`config.mk`:
```
export PLATFORM = sky130hd
export DESIGN_NAME = tws_core
export DESIGN_NICKNAME = d
export VERILOG_FILES = /design/src/logic/tws_pkg.sv /design/src/logic/tws_cond_det.sv /design/src/logic/tws_core.sv
export SDC_FILE = /design/constraint.sdc
export NUM_CORES = 1
export LEC_CHECK = 0
export ABC_AREA = 1
export BUFFER_PORTS_ARGS = -buffer_cell sky130_fd_sc_hd__buf_4
export CORE_MARGIN = 2
export CORE_UTILIZATION = 25
export DETAILED_ROUTE_END_ITERATION = 10
export SLEW_MARGIN = 20
export SYNTH_ARGS = -nofsm -noshare
export SYNTH_HDL_FRONTEND = slang
export SYNTH_HIERARCHICAL = 1
export SYNTH_SLANG_ARGS = --single-unit
export TNS_END_PERCENT = 5
```
`constraint.sdc`:
```
create_clock -name clk -period 4.46 [get_ports clk]
set_clock_uncertainty 0.15 [all_clocks]
set_input_delay 1.115 -clock clk [delete_from_list [all_inputs] [get_ports clk]]
set_output_delay 1.115 -clock clk [all_outputs]
set_load 0.02 [all_outputs]
```
`src/logic/tws_pkg.sv`:
```
// package: register map, field layouts, states and bus events of the two-wire block
package tws_pkg;
   // register indices on the plain register port
   localparam logic [3:0] CTRL_IDX = 4'h0;
   localparam logic [3:0] STAT_IDX = 4'h1;
   localparam logic [3:0] MASK_IDX = 4'h2;
   localparam logic [3:0] TXB_IDX = 4'h3;
   localparam logic [3:0] RXB_IDX = 4'h4;
   localparam logic [3:0] SADR_IDX = 4'h5;
   localparam logic [3:0] BRG_IDX = 4'h6;
   localparam logic [3:0] IFL_IDX = 4'h7;
   localparam logic [3:0] IMSK_IDX = 4'h8;
   // reset values
   localparam logic [15:0] CTRL_RST = 16'h0000;
   localparam logic [15:0] STAT_RST = 16'h0000;
   localparam logic [9:0] MASK_RST = 10'h000;
   localparam logic [9:0] SADR_RST = 10'h050;
   localparam logic [7:0] BRG_RST = 8'h0F;
   // interrupt event bits
   localparam int EV_SEQ = 0;
   localparam int EV_SLV = 1;
   localparam int EV_STOP = 2;
   localparam int EV_W = 3;
   // bit timing: four quarter phases per bus bit
   localparam logic [1:0] PH_LAST = 2'h3;
   localparam logic [3:0] BIT_ACK = 4'h8;
   localparam logic [3:0] BIT_LAST = 4'h7;
   // control register layout
   typedef struct packed {
      logic enable;
      logic [8:0] rsvd;
      logic ack_value;
      logic ack_seq_enable;
      logic receive_byte_enable;
      logic stop_seq_enable;
      logic restart_seq_enable;
      logic start_seq_enable;
   } tws_ctrl_type;
   // status register layout
   typedef struct packed {
      logic ack_received_status;
      logic master_busy;
      logic [7:0] rsvd;
      logic data_addr;
      logic stop_seen;
      logic start_seen;
      logic slave_read;
      logic rx_full_flag;
      logic tx_full_flag;
   } tws_stat_type;
   // synchronised line levels and detected bus events
   typedef struct packed {
      logic scl;
      logic sda;
      logic scl_rise;
      logic scl_fall;
      logic start;
      logic stop;
   } tws_bus_type;
   typedef enum logic [2:0] {
      M_IDLE, M_START, M_RESTART, M_STOP, M_TX, M_RX, M_ACK
   } tws_mst_type;
   typedef enum logic [2:0] {
      S_IDLE, S_ADDR, S_RXD, S_TXD, S_ACKO, S_ACKI
   } tws_slv_type;
endpackage

```
`src/logic/tws_cond_det.sv`:
```
// line synchronisers and start, stop and clock edge detection
module tws_cond_det
   import tws_pkg::*;
(
   input wire logic clk, // system clock
   input wire logic srst, // synchronous reset
   input wire logic scl_in, // clock line level
   input wire logic sda_in, // data line level
   output tws_bus_type bus // synced levels and events
);
   // index 0 is the clock line, index 1 the data line
   logic [1:0] m1_q, m1_d, m2_q, m2_d, p_q, p_d;

   ////////////////////////////////////////////////////////////////////
   // two flops per line, then one more stage for edge detection
   always_comb begin
      m1_d = {sda_in, scl_in};
      m2_d = m1_q;
      p_d = m2_q;
   end

   always_ff @(posedge clk) begin
      if (srst) begin
         m1_q <= 2'h3;
         m2_q <= 2'h3;
         p_q <= 2'h3;
      end else begin
         m1_q <= m1_d;
         m2_q <= m2_d;
         p_q <= p_d;
      end
   end

   ////////////////////////////////////////////////////////////////////
   // a data edge while the clock stays high is a bus condition
   always_comb begin
      bus.scl = m2_q[0];
      bus.sda = m2_q[1];
      bus.scl_rise = m2_q[0] & ~p_q[0];
      bus.scl_fall = ~m2_q[0] & p_q[0];
      bus.start = m2_q[0] & p_q[0] & p_q[1] & ~m2_q[1];
      bus.stop = m2_q[0] & p_q[0] & ~p_q[1] & m2_q[1];
   end
endmodule // tws_cond_det

```
`src/logic/tws_core.sv`:
```
// two-wire master sequencer, slave engine, status and register file
// Behaviour
// RULE_01 - ack value picks ACK or NACK level
// RULE_02 - ack enable sends ack, cleared when done
// RULE_03 - receive enable takes one byte, then clears
// RULE_04 - stop enable makes stop, then clears
// RULE_05 - restart enable makes repeated start, then clears
// RULE_06 - start enable makes start, then clears
// RULE_07 - slave never stretches the clock
// RULE_08 - data/address flag tracks last byte kind
// RULE_09 - stop flag set when stop seen last
// RULE_10 - start flag set when start seen last
// RULE_11 - direction flag updated after each address
// RULE_12 - receive full sets on byte, clears on read
// RULE_13 - transmit full sets on write, clears when sent
// RULE_14 - ack status updated only while transmitting
// RULE_15 - mask bits exempt address bits from compare
// RULE_16 - upper six mask bits read zero
// RULE_17 - software issues one sequence at a time
module tws_core
   import tws_pkg::*;
(
   input wire logic clk, // 50 MHz system clock
   input wire logic srst, // synchronous reset
   input wire logic [3:0] addr, // register index
   input wire logic [15:0] wdata, // write data
   input wire logic wr, // write strobe
   input wire logic rd, // read strobe
   output logic [15:0] rdata, // read data, cycle after rd
   output logic irq, // level interrupt
   input wire logic scl_in, // serial_clock_line level
   output logic scl_out, // clock line drive value
   output logic scl_oe, // high while pulling clock low
   input wire logic sda_in, // serial_data_line level
   output logic sda_out, // data line drive value
   output logic sda_oe // high while pulling data low
);
   function automatic logic acc(logic s, logic [3:0] a, logic [3:0] i);
      return s && (a == i);
   endfunction

   tws_bus_type bus;
   tws_ctrl_type ctrl_q, ctrl_d;
   tws_stat_type stat_q, stat_d;
   logic [9:0] amask_q, amask_d, sadr_q, sadr_d;
   logic [7:0] txb_q, txb_d, rxb_q, rxb_d, brg_q, brg_d;
   logic [EV_W-1:0] ifl_q, ifl_d, imsk_q, imsk_d, ev;
   logic [15:0] rdata_q, rdata_d;
   // master state
   tws_mst_type m_st_q, m_st_d;
   logic [1:0] ph_q, ph_d;
   logic [3:0] bit_q, bit_d;
   logic [7:0] cnt_q, cnt_d, sh_q, sh_d;
   logic m_scl_lo_q, m_scl_lo_d, m_sda_lo_q, m_sda_lo_d;
   logic mown_q, mown_d, tick;
   logic [4:0] m_clr;
   logic m_done, m_rxv, m_ackv, m_txd;
   // slave state
   tws_slv_type s_st_q, s_st_d;
   logic [3:0] s_cnt_q, s_cnt_d;
   logic [7:0] s_sh_q, s_sh_d;
   logic s_sda_lo_q, s_sda_lo_d;
   logic s_match, s_rxv, s_ackv, s_hit;
   logic txw, rxr;

   tws_cond_det u_det (
      .clk(clk),
      .srst(srst),
      .scl_in(scl_in),
      .sda_in(sda_in),
      .bus(bus)
   );

   ////////////////////////////////////////////////////////////////////
   // pins: open drain, drive value is always low
   assign scl_out = 1'h0;
   assign sda_out = 1'h0;
   assign scl_oe = m_scl_lo_q; // RULE_07
   assign sda_oe = m_sda_lo_q | s_sda_lo_q;
   assign rdata = rdata_q;
   assign irq = |(ifl_q & imsk_q);
   assign txw = acc(wr, addr, TXB_IDX);
   assign rxr = acc(rd, addr, RXB_IDX);
   // masked bits drop out of the compare; the received address fills bits 6:0, bits 9:7 compare against zero
   assign s_hit = ((({3'h0, s_sh_q[7:1]} ^ sadr_q) & ~amask_q) == '0); // RULE_15

   ////////////////////////////////////////////////////////////////////
   // register file; hardware sets win over software clears
   always_comb begin
      ctrl_d = ctrl_q;
      stat_d = stat_q;
      amask_d = amask_q;
      sadr_d = sadr_q;
      txb_d = txb_q;
      rxb_d = rxb_q;
      brg_d = brg_q;
      imsk_d = imsk_q;
      rdata_d = '0;
      ev = '0;
      if (acc(wr, addr, CTRL_IDX)) begin
         ctrl_d = tws_ctrl_type'(wdata);
         ctrl_d.rsvd = '0;
      end
      ctrl_d[4:0] = ctrl_d[4:0] & ~m_clr; // RULE_02 RULE_03 RULE_04 RULE_05 RULE_06
      if (acc(wr, addr, MASK_IDX))
         amask_d = wdata[9:0];
      if (acc(wr, addr, SADR_IDX))
         sadr_d = wdata[9:0];
      if (acc(wr, addr, BRG_IDX))
         brg_d = wdata[7:0];
      if (acc(wr, addr, IMSK_IDX))
         imsk_d = wdata[EV_W-1:0];
      if (txw)
         txb_d = wdata[7:0];
      if (m_rxv)
         rxb_d = sh_d;
      if (s_rxv)
         rxb_d = s_sh_q;
      stat_d.rx_full_flag = (stat_q.rx_full_flag & ~rxr) | m_rxv | s_rxv; // RULE_12
      stat_d.tx_full_flag = (stat_q.tx_full_flag & ~(m_txd | s_ackv))
         | txw; // RULE_13
      if (s_match) begin
         stat_d.data_addr = 1'h0; // RULE_08
         stat_d.slave_read = s_sh_q[0]; // RULE_11
      end
      if (txw | s_rxv)
         stat_d.data_addr = 1'h1; // RULE_08
      if (bus.start) begin
         stat_d.start_seen = 1'h1; // RULE_10
         stat_d.stop_seen = 1'h0; // RULE_09
      end
      if (bus.stop) begin
         stat_d.start_seen = 1'h0; // RULE_10
         stat_d.stop_seen = 1'h1; // RULE_09
      end
      // only a transmitted byte's ninth bit updates this
      if (m_ackv | s_ackv)
         stat_d.ack_received_status = bus.sda; // RULE_14
      stat_d.master_busy = mown_d | (m_st_d != M_IDLE);
      ev[EV_SEQ] = m_done;
      ev[EV_SLV] = s_match | s_rxv;
      ev[EV_STOP] = bus.stop;
      ifl_d = ifl_q;
      if (acc(wr, addr, IFL_IDX))
         ifl_d = ifl_q & ~wdata[EV_W-1:0];
      ifl_d = ifl_d | ev;
      if (rd) begin
         case (addr)
            CTRL_IDX: rdata_d = ctrl_q;
            STAT_IDX: rdata_d = stat_q;
            MASK_IDX: rdata_d = {6'h00, amask_q}; // RULE_16
            TXB_IDX: rdata_d = {8'h00, txb_q};
            RXB_IDX: rdata_d = {8'h00, rxb_q};
            SADR_IDX: rdata_d = {6'h00, sadr_q};
            BRG_IDX: rdata_d = {8'h00, brg_q};
            IFL_IDX: rdata_d = {13'h0000, ifl_q};
            IMSK_IDX: rdata_d = {13'h0000, imsk_q};
            default: rdata_d = '0;
         endcase
      end
   end

   always_ff @(posedge clk) begin
      if (srst) begin
         ctrl_q <= tws_ctrl_type'(CTRL_RST);
         stat_q <= tws_stat_type'(STAT_RST);
         amask_q <= MASK_RST;
         sadr_q <= SADR_RST;
         txb_q <= '0;
         rxb_q <= '0;
         brg_q <= BRG_RST;
         ifl_q <= '0;
         imsk_q <= '0;
         rdata_q <= '0;
      end else begin
         ctrl_q <= ctrl_d;
         stat_q <= stat_d;
         amask_q <= amask_d;
         sadr_q <= sadr_d;
         txb_q <= txb_d;
         rxb_q <= rxb_d;
         brg_q <= brg_d;
         ifl_q <= ifl_d;
         imsk_q <= imsk_d;
         rdata_q <= rdata_d;
      end
   end

   ////////////////////////////////////////////////////////////////////
   // master: quarter-bit ticks; one enable served at a time, start first.
   // no clock stretching by peers is honoured, so peers must keep pace
   always_comb begin
      m_st_d = m_st_q;
      ph_d = ph_q;
      bit_d = bit_q;
      sh_d = sh_q;
      m_scl_lo_d = m_scl_lo_q;
      m_sda_lo_d = m_sda_lo_q;
      mown_d = mown_q;
      m_clr = '0;
      m_done = 1'h0;
      m_rxv = 1'h0;
      m_ackv = 1'h0;
      m_txd = 1'h0;
      tick = (cnt_q == '0);
      cnt_d = tick ? brg_q : cnt_q - 8'h01;
      if (m_st_q == M_IDLE) begin
         ph_d = '0;
         bit_d = '0;
         if (ctrl_q.enable && ctrl_q.start_seq_enable)
            m_st_d = M_START;
         else if (ctrl_q.enable && ctrl_q.restart_seq_enable)
            m_st_d = M_RESTART;
         else if (ctrl_q.enable && ctrl_q.stop_seq_enable)
            m_st_d = M_STOP;
         else if (ctrl_q.enable && ctrl_q.receive_byte_enable)
            m_st_d = M_RX;
         else if (ctrl_q.enable && ctrl_q.ack_seq_enable)
            m_st_d = M_ACK;
         else if (ctrl_q.enable && mown_q && stat_q.tx_full_flag) begin
            m_st_d = M_TX;
            sh_d = txb_q;
         end
      end else if (tick) begin
         ph_d = ph_q + 2'h1;
         case (m_st_q)
            M_START: begin
               if (ph_q == 2'h0)
                  m_sda_lo_d = 1'h1; // RULE_06
               if (ph_q == 2'h2)
                  m_scl_lo_d = 1'h1;
               if (ph_q == PH_LAST) begin
                  m_clr[0] = 1'h1; // RULE_06
                  mown_d = 1'h1;
               end
            end
            M_RESTART: begin
               if (ph_q == 2'h0)
                  m_sda_lo_d = 1'h0;
               if (ph_q == 2'h1)
                  m_scl_lo_d = 1'h0;
               if (ph_q == 2'h2)
                  m_sda_lo_d = 1'h1; // RULE_05
               if (ph_q == PH_LAST) begin
                  m_scl_lo_d = 1'h1;
                  m_clr[1] = 1'h1; // RULE_05
               end
            end
            M_STOP: begin
               if (ph_q == 2'h0)
                  m_sda_lo_d = 1'h1;
               if (ph_q == 2'h1)
                  m_scl_lo_d = 1'h0;
               if (ph_q == 2'h2)
                  m_sda_lo_d = 1'h0; // RULE_04
               if (ph_q == PH_LAST) begin
                  m_clr[2] = 1'h1; // RULE_04
                  mown_d = 1'h0;
               end
            end
            M_TX, M_RX, M_ACK: begin
               if (ph_q == 2'h0) begin
                  if (m_st_q == M_TX)
                     m_sda_lo_d = (bit_q != BIT_ACK) & ~sh_q[7];
                  else if (m_st_q == M_RX)
                     m_sda_lo_d = 1'h0;
                  else
                     m_sda_lo_d = ~ctrl_q.ack_value; // RULE_01 RULE_02
               end
               if (ph_q == 2'h1)
                  m_scl_lo_d = 1'h0;
               if (ph_q == 2'h2 && m_st_q == M_RX)
                  sh_d = {sh_q[6:0], bus.sda};
               if (ph_q == 2'h2 && m_st_q == M_TX && bit_q == BIT_ACK)
                  m_ackv = 1'h1; // RULE_14
               if (ph_q == PH_LAST) begin
                  m_scl_lo_d = 1'h1;
                  bit_d = bit_q + 4'h1;
                  if (m_st_q == M_TX)
                     sh_d = {sh_q[6:0], 1'h0};
                  if (m_st_q == M_TX && bit_q == BIT_ACK)
                     m_txd = 1'h1; // RULE_13
                  if (m_st_q == M_RX && bit_q == BIT_LAST) begin
                     m_rxv = 1'h1;
                     m_clr[3] = 1'h1; // RULE_03
                  end
                  if (m_st_q == M_ACK)
                     m_clr[4] = 1'h1; // RULE_02
               end
            end
            default: m_st_d = M_IDLE;
         endcase
         m_done = (ph_q == PH_LAST) &&
            (m_st_q != M_TX || bit_q == BIT_ACK) &&
            (m_st_q != M_RX || bit_q == BIT_LAST);
         if (m_done)
            m_st_d = M_IDLE;
      end
   end

   always_ff @(posedge clk) begin
      if (srst) begin
         m_st_q <= M_IDLE;
         ph_q <= '0;
         bit_q <= '0;
         cnt_q <= '0;
         sh_q <= '0;
         m_scl_lo_q <= 1'h0;
         m_sda_lo_q <= 1'h0;
         mown_q <= 1'h0;
      end else begin
         m_st_q <= m_st_d;
         ph_q <= ph_d;
         bit_q <= bit_d;
         cnt_q <= cnt_d;
         sh_q <= sh_d;
         m_scl_lo_q <= m_scl_lo_d;
         m_sda_lo_q <= m_sda_lo_d;
         mown_q <= mown_d;
      end
   end

   ////////////////////////////////////////////////////////////////////
   // slave: follows the peer's clock edges, only ever drives data
   always_comb begin
      s_st_d = s_st_q;
      s_cnt_d = s_cnt_q;
      s_sh_d = s_sh_q;
      s_sda_lo_d = s_sda_lo_q;
      s_match = 1'h0;
      s_rxv = 1'h0;
      s_ackv = 1'h0;
      case (s_st_q)
         S_IDLE: s_sda_lo_d = 1'h0;
         S_ADDR, S_RXD: begin
            if (bus.scl_rise) begin
               s_sh_d = {s_sh_q[6:0], bus.sda};
               s_cnt_d = s_cnt_q + 4'h1;
            end
            if (bus.scl_fall && s_cnt_q == BIT_ACK) begin
               s_cnt_d = '0;
               if (s_st_q == S_RXD || s_hit) begin
                  s_match = (s_st_q == S_ADDR);
                  s_rxv = (s_st_q == S_RXD);
                  s_sda_lo_d = 1'h1;
                  s_st_d = S_ACKO;
               end else
                  s_st_d = S_IDLE;
            end
         end
         S_ACKO: begin
            if (bus.scl_fall) begin
               s_st_d = stat_q.slave_read ? S_TXD : S_RXD;
               s_sda_lo_d = stat_q.slave_read & ~txb_q[7];
            end
         end
         S_TXD: begin
            if (bus.scl_rise)
               s_cnt_d = s_cnt_q + 4'h1;
            if (bus.scl_fall) begin
               if (s_cnt_q == BIT_ACK) begin
                  s_sda_lo_d = 1'h0;
                  s_st_d = S_ACKI;
               end else
                  s_sda_lo_d = ~txb_q[~s_cnt_q[2:0]];
            end
         end
         S_ACKI: begin
            if (bus.scl_rise)
               s_ackv = 1'h1; // RULE_14
            if (bus.scl_fall) begin
               s_cnt_d = '0;
               s_st_d = stat_q.ack_received_status ? S_IDLE : S_TXD;
               s_sda_lo_d = ~stat_q.ack_received_status & ~txb_q[7];
            end
         end
         default: s_st_d = S_IDLE;
      endcase
      if (bus.start && m_st_q == M_IDLE && !mown_q) begin
         s_st_d = S_ADDR;
         s_cnt_d = '0;
         s_sda_lo_d = 1'h0;
      end
      if (bus.stop) begin
         s_st_d = S_IDLE;
         s_sda_lo_d = 1'h0;
      end
   end

   always_ff @(posedge clk) begin
      if (srst) begin
         s_st_q <= S_IDLE;
         s_cnt_q <= '0;
         s_sh_q <= '0;
         s_sda_lo_q <= 1'h0;
      end else begin
         s_st_q <= s_st_d;
         s_cnt_q <= s_cnt_d;
         s_sh_q <= s_sh_d;
         s_sda_lo_q <= s_sda_lo_d;
      end
   end
endmodule // tws_core

```
==> reports/results.md, run 1 <==
| Step | Parameter | This run |
|---|---|---|
| clock tree | Post-CTS setup buffer count | 0 |
| detailed routing | DRT iter0 DRCs | 537 |
| sta | Final period util | 57.5% |
| clock tree | # resized after CTS | 0 |
| finish | Antenna fix cells | 0 |
| yosys | Ys Warns | 6 |
| sta | Fmax | 0.390 GHz |
| setup path | Critical path type | register to primary output |
| detailed routing | Via-per-instance ratio | 4.69 |
| yosys | Fraction of the mapped netlist area in adder cells | 1.92% |
| detailed routing | Per-cell routed wire length | 14.1 um |
| sta | Final critical path time including I/O delays and setup | 2570 ps |
| power | Relative contribution of the clock network to total power | 42.6% |
| power | VDD IR-drop max | 0.312 mV |
| power | Cell-internal power | 2.17 mW |
| yosys | Post-synth design cell area | 6510 sq um |
| floorplanning | Number of placement rows | 59 |
| setup path | Crit end category | primary output |
| clock tree | TritonCTS clock tree | yes |
| detailed routing | Post-route DRC violation count | 0 |
| power | Portion of total power attributed to sequential cells | 39.5% |
| yosys | Largest family of logic cells by synthesized area | simple AND/OR/NAND/NOR gates |
| detailed routing | Via total after detailed routing | 6091 |
| detailed routing | Aggregate routed wire length | 18300 um |
| floorplanning | Initial core utilization | 25.2% |
| yosys | Async SR Flop Fraction | 0% |
| sta | Endpoints failing hold | 0 |
| setup path | Data required time of the worst path | 3190 ps |
| power | Switching portion of total power | 32.1% |
| yosys | Synth cell types | 49 |
| floorplanning | Number of top-level pins | 47 |
| floorplanning | Y dimension of the die | 165 um |
| run status | Status | complete, no violations |
| clock tree | Buffer cell driving the clock tree root | sky130_fd_sc_hd__clkbuf_16 |
| placement | Last weighted congestion value of the routability-driven placer | 0.857 |
| global route | Remaining global-route overflow | 0 |
| sta | Final count of pins violating max slew | 0 |
| yosys | Avg Synthesized Cell Area | 7.05 sq um |
| yosys | Fraction of the yosys area taken by sequential cells | 39.0% |
| floorplanning | Die footprint | 27400 sq um |
| yosys | Complex-gate fraction of the synthesized area | 20.4% |
| sta | Worst Max-Slew Pin Slew | 661 ps |
| yosys | Synth top area share | 39.0% |
| clock tree | Clock Pin Slew Worst Setup and Hold Paths | 60 ps |
| yosys | Leading post-synthesis cells by cell area | sky130_fd_sc_hd__dfxtp_1 39%, sky130_fd_sc_hd__nand2_1 10%, sky130_fd_sc_hd__a21oi_1 7.5% |
| yosys | Top FF cell, synth | sky130_fd_sc_hd__dfxtp_1 |
| sta | Setup repair after global routing missed its margin | false |
| sta | Relative max-transition margin | 55.8% |
| sta | Setup_tns | 0 ps |
| power | Power, Total | 3.19 mW |
| yosys | Number of instances in the synthesized netlist | 924 |
| placement | HPWL reported at the end of detailed placement | 13500 um |
| yosys | Simple-Gate Fraction of Synth Area | 26.9% |
| power | Comb power frac | 17.9% |
| floorplanning | Die span in x | 165 um |
| global route | Pin count of the biggest net entering global routing | 63 |
| detailed routing | 1st-pass router iterations | 5 |
| clock tree | Worst skew pair latency | 430 ps |
| yosys | Post-synthesis mux area share | 0% |
| global route | GRT Util Overall | 13.9% |
| yosys | Cell taking the most area after synthesis | sky130_fd_sc_hd__dfxtp_1 |
| global route | Vias in the first global route | 5512 |
| clock tree | TritonCTS Buffers | 17 |
| power | P per Cell Area | 421 nW/um^2 |
| yosys | Xor-xnor portion of the synthesized cell area | 0.269% |
| finish | Final std cells w/o fill | 1299 |
| setup path | Largest fanout on the critical path | 3 |
| finish | Count of nets after finishing | 987 |
| yosys | Number of flip-flops and latches in the synthesized netlist | 127 |
| setup path | Critical Path Source Type | register |
| placement | Port-buffer cells | 35 |
| finish | Layout cell share with drive strength beyond 1 | 14.3% |
| power | LEAKAGE | 3.15 nW |
| sta | Setup ws final | 1890 ps |
| finish | Post-synthesis to final-layout area growth | 16.5% |
| yosys | EDFF count, synth | 0 |
| placement | Cell Count Post-Placement | 1267 |
| global route | Antenna violations before repair | 0 |
| global route | First-pass GRT wire length | 29200 um |
| clock tree | Hold buffer count at cts | 0 |
| power | Switching power | 1.02 mW |
| clock tree | Clock H-tree levels | 4 |
| clock tree | Largest buffer count on any clock path | 2 |
| detailed routing | DRT antenna net count | 0 |
| setup path | CP Data Arrival Time | 1300 ps |
| placement | Dpl ws | 1750 ps |
| clock tree | CTS sink cnt | 127 |
| job | # Max-Cap Violations | 0 |
| worst hold path | Worst Hold Class | register to register |
| sta | Finish-stage setup viols | 0 |
| floorplanning | Placeable core region | 25800 sq um |
[Yosys cell counts (7+ instances only)]
cell type	n
sky130_fd_sc_hd__buf_2	7
sky130_fd_sc_hd__o22ai_1	17
sky130_fd_sc_hd__nor2_1	60
sky130_fd_sc_hd__inv_2	17
sky130_fd_sc_hd__nand3_1	65
sky130_fd_sc_hd__buf_4	10
sky130_fd_sc_hd__nor3_1	7
sky130_fd_sc_hd__nor2_4	9
sky130_fd_sc_hd__ha_1	10
sky130_fd_sc_hd__nor2_2	7
sky130_fd_sc_hd__clkbuf_1	9
sky130_fd_sc_hd__dfxtp_1	127
sky130_fd_sc_hd__o21ai_0	79
sky130_fd_sc_hd__a21oi_1	97
sky130_fd_sc_hd__inv_1	121
sky130_fd_sc_hd__o21ai_1	16
sky130_fd_sc_hd__nand2_1	178
sky130_fd_sc_hd__o211ai_1	7
sky130_fd_sc_hd__nand2_2	16
[kinds of logic (layout without fill, tap and decap cells)]
| kind of cell | Yosys count | count (layout) |
|---|---|---|
| adders and majority gates | 10 | 10 |
| and+or+nand+nor | 369 | 369 |
| AOI/OAI and AO/OA | 241 | 241 |
| xor gates and xnor gates | 2 | 2 |
| DFF | 127 | 127 |
| buffers and inverters | 174 | 209 |
| other | 1 | 6 |
[layer usage]
metal,vias to the layer above,share of wire [%],track usage (%)
met4,0,3.0,5.84
met3,31,5.3,2.80
met1,2785,45,18.0
li1,3075,-,-
met2,200,46,22.4
met5,-,0,0
[path summary, 6_finish.rpt]
check                                    from             to  slack, ps  cells past startpoint
worst max-delay path                imsk_q[0]            irq       1890                      3
worst min register to register  u_det/m1_q[1]  u_det/m2_q[1]        260                      1
worst min-delay path            u_det/m1_q[1]  u_det/m2_q[1]        260                      1
worst max register to register       cnt_q[0]       rxb_q[4]       2150                     10
[flip-flops by register name, summed over array words and instances (netlist names), 7 cells and up]
signal	flops
rxb_q	8
stat_q	8
s_sh_q	8
txb_q	8
sh_q	8
sadr_q	10
brg_q	8
rdata	12
cnt_q	8
amask_q	10
ctrl_q	7
[layout by cell type, fill, tap and decap left out, types with 5 or more instances in the layout]
cell type	instances
sky130_fd_sc_hd__a21oi_1	97
sky130_fd_sc_hd__a31oi_1	6
sky130_fd_sc_hd__buf_4	36
sky130_fd_sc_hd__clkbuf_16	17
sky130_fd_sc_hd__clkinv_4	5
sky130_fd_sc_hd__conb_1	6
sky130_fd_sc_hd__dfxtp_1	127
sky130_fd_sc_hd__ha_1	10
sky130_fd_sc_hd__inv_1	121
sky130_fd_sc_hd__inv_2	17
sky130_fd_sc_hd__nand2_1	178
sky130_fd_sc_hd__nand2_2	16
sky130_fd_sc_hd__nand3_1	65
sky130_fd_sc_hd__nand4_1	6
sky130_fd_sc_hd__nor2_1	60
sky130_fd_sc_hd__nor2_2	7
sky130_fd_sc_hd__nor2_4	9
sky130_fd_sc_hd__nor3_1	7
sky130_fd_sc_hd__o211ai_1	7
sky130_fd_sc_hd__o21ai_0	79
sky130_fd_sc_hd__o21ai_1	16
sky130_fd_sc_hd__o22ai_1	17
[area by class of cell]
class | count | area (sq um)
Timing Repair Buffer | 36 | 270
Multi-Input combinational cell | 628 | 3240
Inverter | 141 | 529
Clock inverter | 15 | 154
Fill cell | 2808 | 18300
Tap cell | 335 | 419
Sequential cell | 127 | 2540
Clock buffer | 17 | 425
[metrics by stage]
stage	instance area (sq um)	hold WS [ps]	utilization, %
after floorplan	6530	233	-
after global placement	7010	237	27.1
after detailed placement	7010	254	27.1
after CTS	7580	269	29.4
after global routing	7580	287	29.4
final	7580	259	29.4
[worst max-delay path: stages (launching register included)]
cell	delay (ps)
sky130_fd_sc_hd__dfxtp_1	310
sky130_fd_sc_hd__inv_1	60
sky130_fd_sc_hd__o221ai_1	290
sky130_fd_sc_hd__buf_4	210
[power by group through the flow]
stage / Combinational [mW] / Clock [mW] / Sequential, mW
2_1_floorplan: 0.460 / 0 / 1.26
3_3_place_gp: 0.565 / 0 / 1.28
3_5_place_dp: 0.568 / 0 / 1.28
4_1_cts: 0.571 / 1.38 / 1.26
5_1_grt: 0.648 / 1.43 / 1.27
6_report: 0.571 / 1.36 / 1.26
Power figures use the tool's default switching activity.
==> run 2, diff against run 1 <==
==> constraint.sdc (replaced) <==
create_clock -name clk -period 2.1 [get_ports clk]
set_clock_uncertainty 0.15 [all_clocks]
set_input_delay 0.525 -clock clk [delete_from_list [all_inputs] [get_ports clk]]
set_output_delay 0.525 -clock clk [all_outputs]
set_load 0.02 [all_outputs]
==> reports/results.md, run 2 (synthesis gave the netlist of run 1 again) <==
| Step | Parameter | This run | vs previous |
|---|---|---|---|
| run status | Status | complete, no violations |  |
| clock tree | Hold buffer count at cts | 0 | unchanged |
| setup path | Critical Path Source Type | register |  |
| detailed routing | Via total after detailed routing | 6181 | +1.5% |
| setup path | Crit end category | primary output |  |
| sta | Final count of pins violating max slew | 0 | unchanged |
| setup path | Critical path endpoint | irq |  |
| floorplanning | Y dimension of the die | 165 um | unchanged |
| setup path | Reg2Reg Depth | 11 | +1 |
| global route | First-pass GRT wire length | 29900 um | +2.3% |
| clock tree | Post-CTS setup buffer count | 0 | unchanged |
| power | P per Cell Area | 879 nW/um^2 | +110% |
| clock tree | Clock Pin Slew Worst Setup and Hold Paths | 60 ps | about the same |
| floorplanning | Number of placement rows | 59 | unchanged |
| job | # Max-Cap Violations | 0 | unchanged |
| setup path | Largest fanout on the critical path | 3 | unchanged |
| setup path | Critical path launch point | imsk_q[0] |  |
| placement | Last weighted congestion value of the routability-driven placer | 0.892 | +4.1% |
| detailed routing | Via-per-instance ratio | 4.65 | -0.81% |
| power | VDD IR-drop max | 0.551 mV | +77% |
| finish | Max FFs per register | 12 | unchanged |
| floorplanning | Number of top-level pins | 47 | unchanged |
| clock tree | TritonCTS clock tree | yes |  |
| sta | Final period util | 96.7% |  |
| sta | Fmax | 0.492 GHz |  |
| sta | Worst Max-Slew Pin Slew | 562 ps | -98.5 ps |
| finish | Filler Cell Count | 2755 | -1.9% |
| finish | Most common library cell in the layout ignoring fill and taps | sky130_fd_sc_hd__nand2_1 |  |
| placement | HPWL reported at the end of detailed placement | 14100 um | +4.6% |
| detailed routing | 1st-pass router iterations | 5 | unchanged |
| detailed routing | DRT antenna net count | 0 | unchanged |
| clock tree | CTS sink cnt | 127 | unchanged |
| power | Comb power frac | 19.5% | +1.6 points |
| global route | Pin count of the biggest net entering global routing | 42 | -33% |
| clock tree | Buffer cell driving the clock tree root | sky130_fd_sc_hd__clkbuf_16 |  |
| power | LEAKAGE | 3.29 nW | +4.7% |
| clock tree | Clock H-tree levels | 4 | unchanged |
| global route | Vias in the first global route | 5801 | +5.2% |
| setup path | Worst flop-to-flop path endpoint | rxb_q[4] |  |
| setup path | Critical path type | register to primary output |  |
| detailed routing | DRT iter0 DRCs | 466 | -13% |
| sta | Final critical path time including I/O delays and setup | 2030 ps |  |
| power | Cell-internal power | 4.60 mW | +110% |
| worst hold path | Worst Hold Class | input pin to register |  |
| floorplanning | Die footprint | 27400 sq um | unchanged |
| sta | Relative max-transition margin | 62.4% | +6.6 points |
| sta | Endpoints failing hold | 0 | unchanged |
| finish | Post-synthesis to final-layout area growth | 20.2% |  |
| clock tree | Largest buffer count on any clock path | 2 | unchanged |
| placement | Port-buffer cells | 35 | unchanged |
| floorplanning | Initial core utilization | 25.2% | unchanged |
| setup path | Worst flop-to-flop path startpoint | cnt_q[0] |  |
| finish | Final design utilization | 30.3% | +0.93 points |
| finish | Most frequent cells in the layout | 178 x sky130_fd_sc_hd__nand2_1, 127 x sky130_fd_sc_hd__dfxtp_1, 121 x sky130_fd_sc_hd__inv_1 |  |
| detailed routing | Post-route DRC violation count | 0 | unchanged |
| setup path | CP Data Arrival Time | 1360 ps | +60 ps |
| global route | Antenna violations before repair | 0 | unchanged |
| finish | Layout cell share with drive strength beyond 1 | 17.1% | +2.8 points |
| power | Switching power | 2.27 mW | +120% |
| clock tree | TritonCTS Buffers | 17 | unchanged |
| power | Switching portion of total power | 33.1% | +1.0 points |
| sta | Setup repair after global routing missed its margin | false |  |
| clock tree | Worst skew pair latency | 440 ps | about the same |
| finish | Count of nets after finishing | 1017 | +3.0% |
| detailed routing | Per-cell routed wire length | 14.1 um | +0.21% |
| setup path | Setup slack of the worst register-to-register path | 170 ps | -1980 ps |
| finish | Antenna fix cells | 0 | unchanged |
| detailed routing | Aggregate routed wire length | 18700 um | +2.5% |
| global route | Remaining global-route overflow | 0 | unchanged |
| floorplanning | Placeable core region | 25800 sq um | unchanged |
| power | Relative contribution of the clock network to total power | 41.7% | -0.9 points |
| setup path | Data required time of the worst path | 1420 ps | -1770 ps |
| global route | GRT Util Overall | 14.2% | +0.33 points |
| sta | Finish-stage setup viols | 0 | unchanged |
| clock tree | # resized after CTS | 0 | unchanged |
| floorplanning | Die span in x | 165 um | unchanged |
| sta | Setup_tns | 0 ps | unchanged |
| power | Portion of total power attributed to sequential cells | 38.8% | -0.7 points |
run 2: cell type report:
class / instances / area [sq um] / share of cell area, %
repair buffers: 66 / 520 / 6.65
inverters: 141 / 529 / 6.76
well taps: 335 / 419 / 5.36
clock buffers: 17 / 425 / 5.44
multi-input cells: 628 / 3250 / 41.5
flip-flops and latches: 127 / 2540 / 32.5
clock inverters: 15 / 140 / 1.79
run 2: layer usage:
metal / GRT usage (%) / vias to the layer above / routed length [um]
met5: 0 / - / 0
met4: 5.84 / 0 / 505
met2: 23.4 / 171 / 8790
li1: - / 3142 / -
met3: 2.80 / 37 / 872
met1: 18.1 / 2831 / 8580
run 2: worst min-delay path by stage:
| stage | from | end | slack [ps] | cells past startpoint |
|---|---|---|---|---|
| finish | sda_in | u_det/m1_q[1] | 120 | 2 |
| CTS | sda_in | u_det/m1_q[1] | 110 | 2 |
| global route | sda_in | u_det/m1_q[1] | 120 | 2 |
| global placement | u_det/m1_q[1] | u_det/m2_q[1] | 240 | 1 |
| floorplan | u_det/m1_q[0] | u_det/m2_q[0] | 230 | 1 |
| detailed placement | u_det/m1_q[0] | u_det/m2_q[0] | 250 | 1 |
run 2: per-stage QoR:
stage	instance area [sq um]	hold slack [ps]	power (mW)	cells	setup WS (ps)
after floorplan	6530	233	3.65	929	261
after global placement	7260	238	4.04	1297	75.8
after detailed placement	7260	250	4.05	1297	81.2
after CTS	7820	112	6.91	1329	54.3
after global routing	7830	121	7.21	1329	1.29
final	7830	122	6.88	1329	69.1
run 2: worst max-delay path, stage by stage, from the launching register on:
cell and delay, ps:
sky130_fd_sc_hd__dfxtp_1 310, sky130_fd_sc_hd__inv_1 70, sky130_fd_sc_hd__o221ai_1 330, sky130_fd_sc_hd__buf_4 220
run 2: power by group through the flow:
| stage | sequential, mW | clock [mW] | combinational (mW) |
|---|---|---|---|
| 4_1_cts | 2.67 | 2.92 | 1.33 |
| 3_5_place_dp | 2.72 | 0 | 1.33 |
| 2_1_floorplan | 2.68 | 0 | 0.977 |
| 3_3_place_gp | 2.72 | 0 | 1.32 |
| 5_1_grt | 2.69 | 3.02 | 1.50 |
| 6_report | 2.67 | 2.87 | 1.34 |
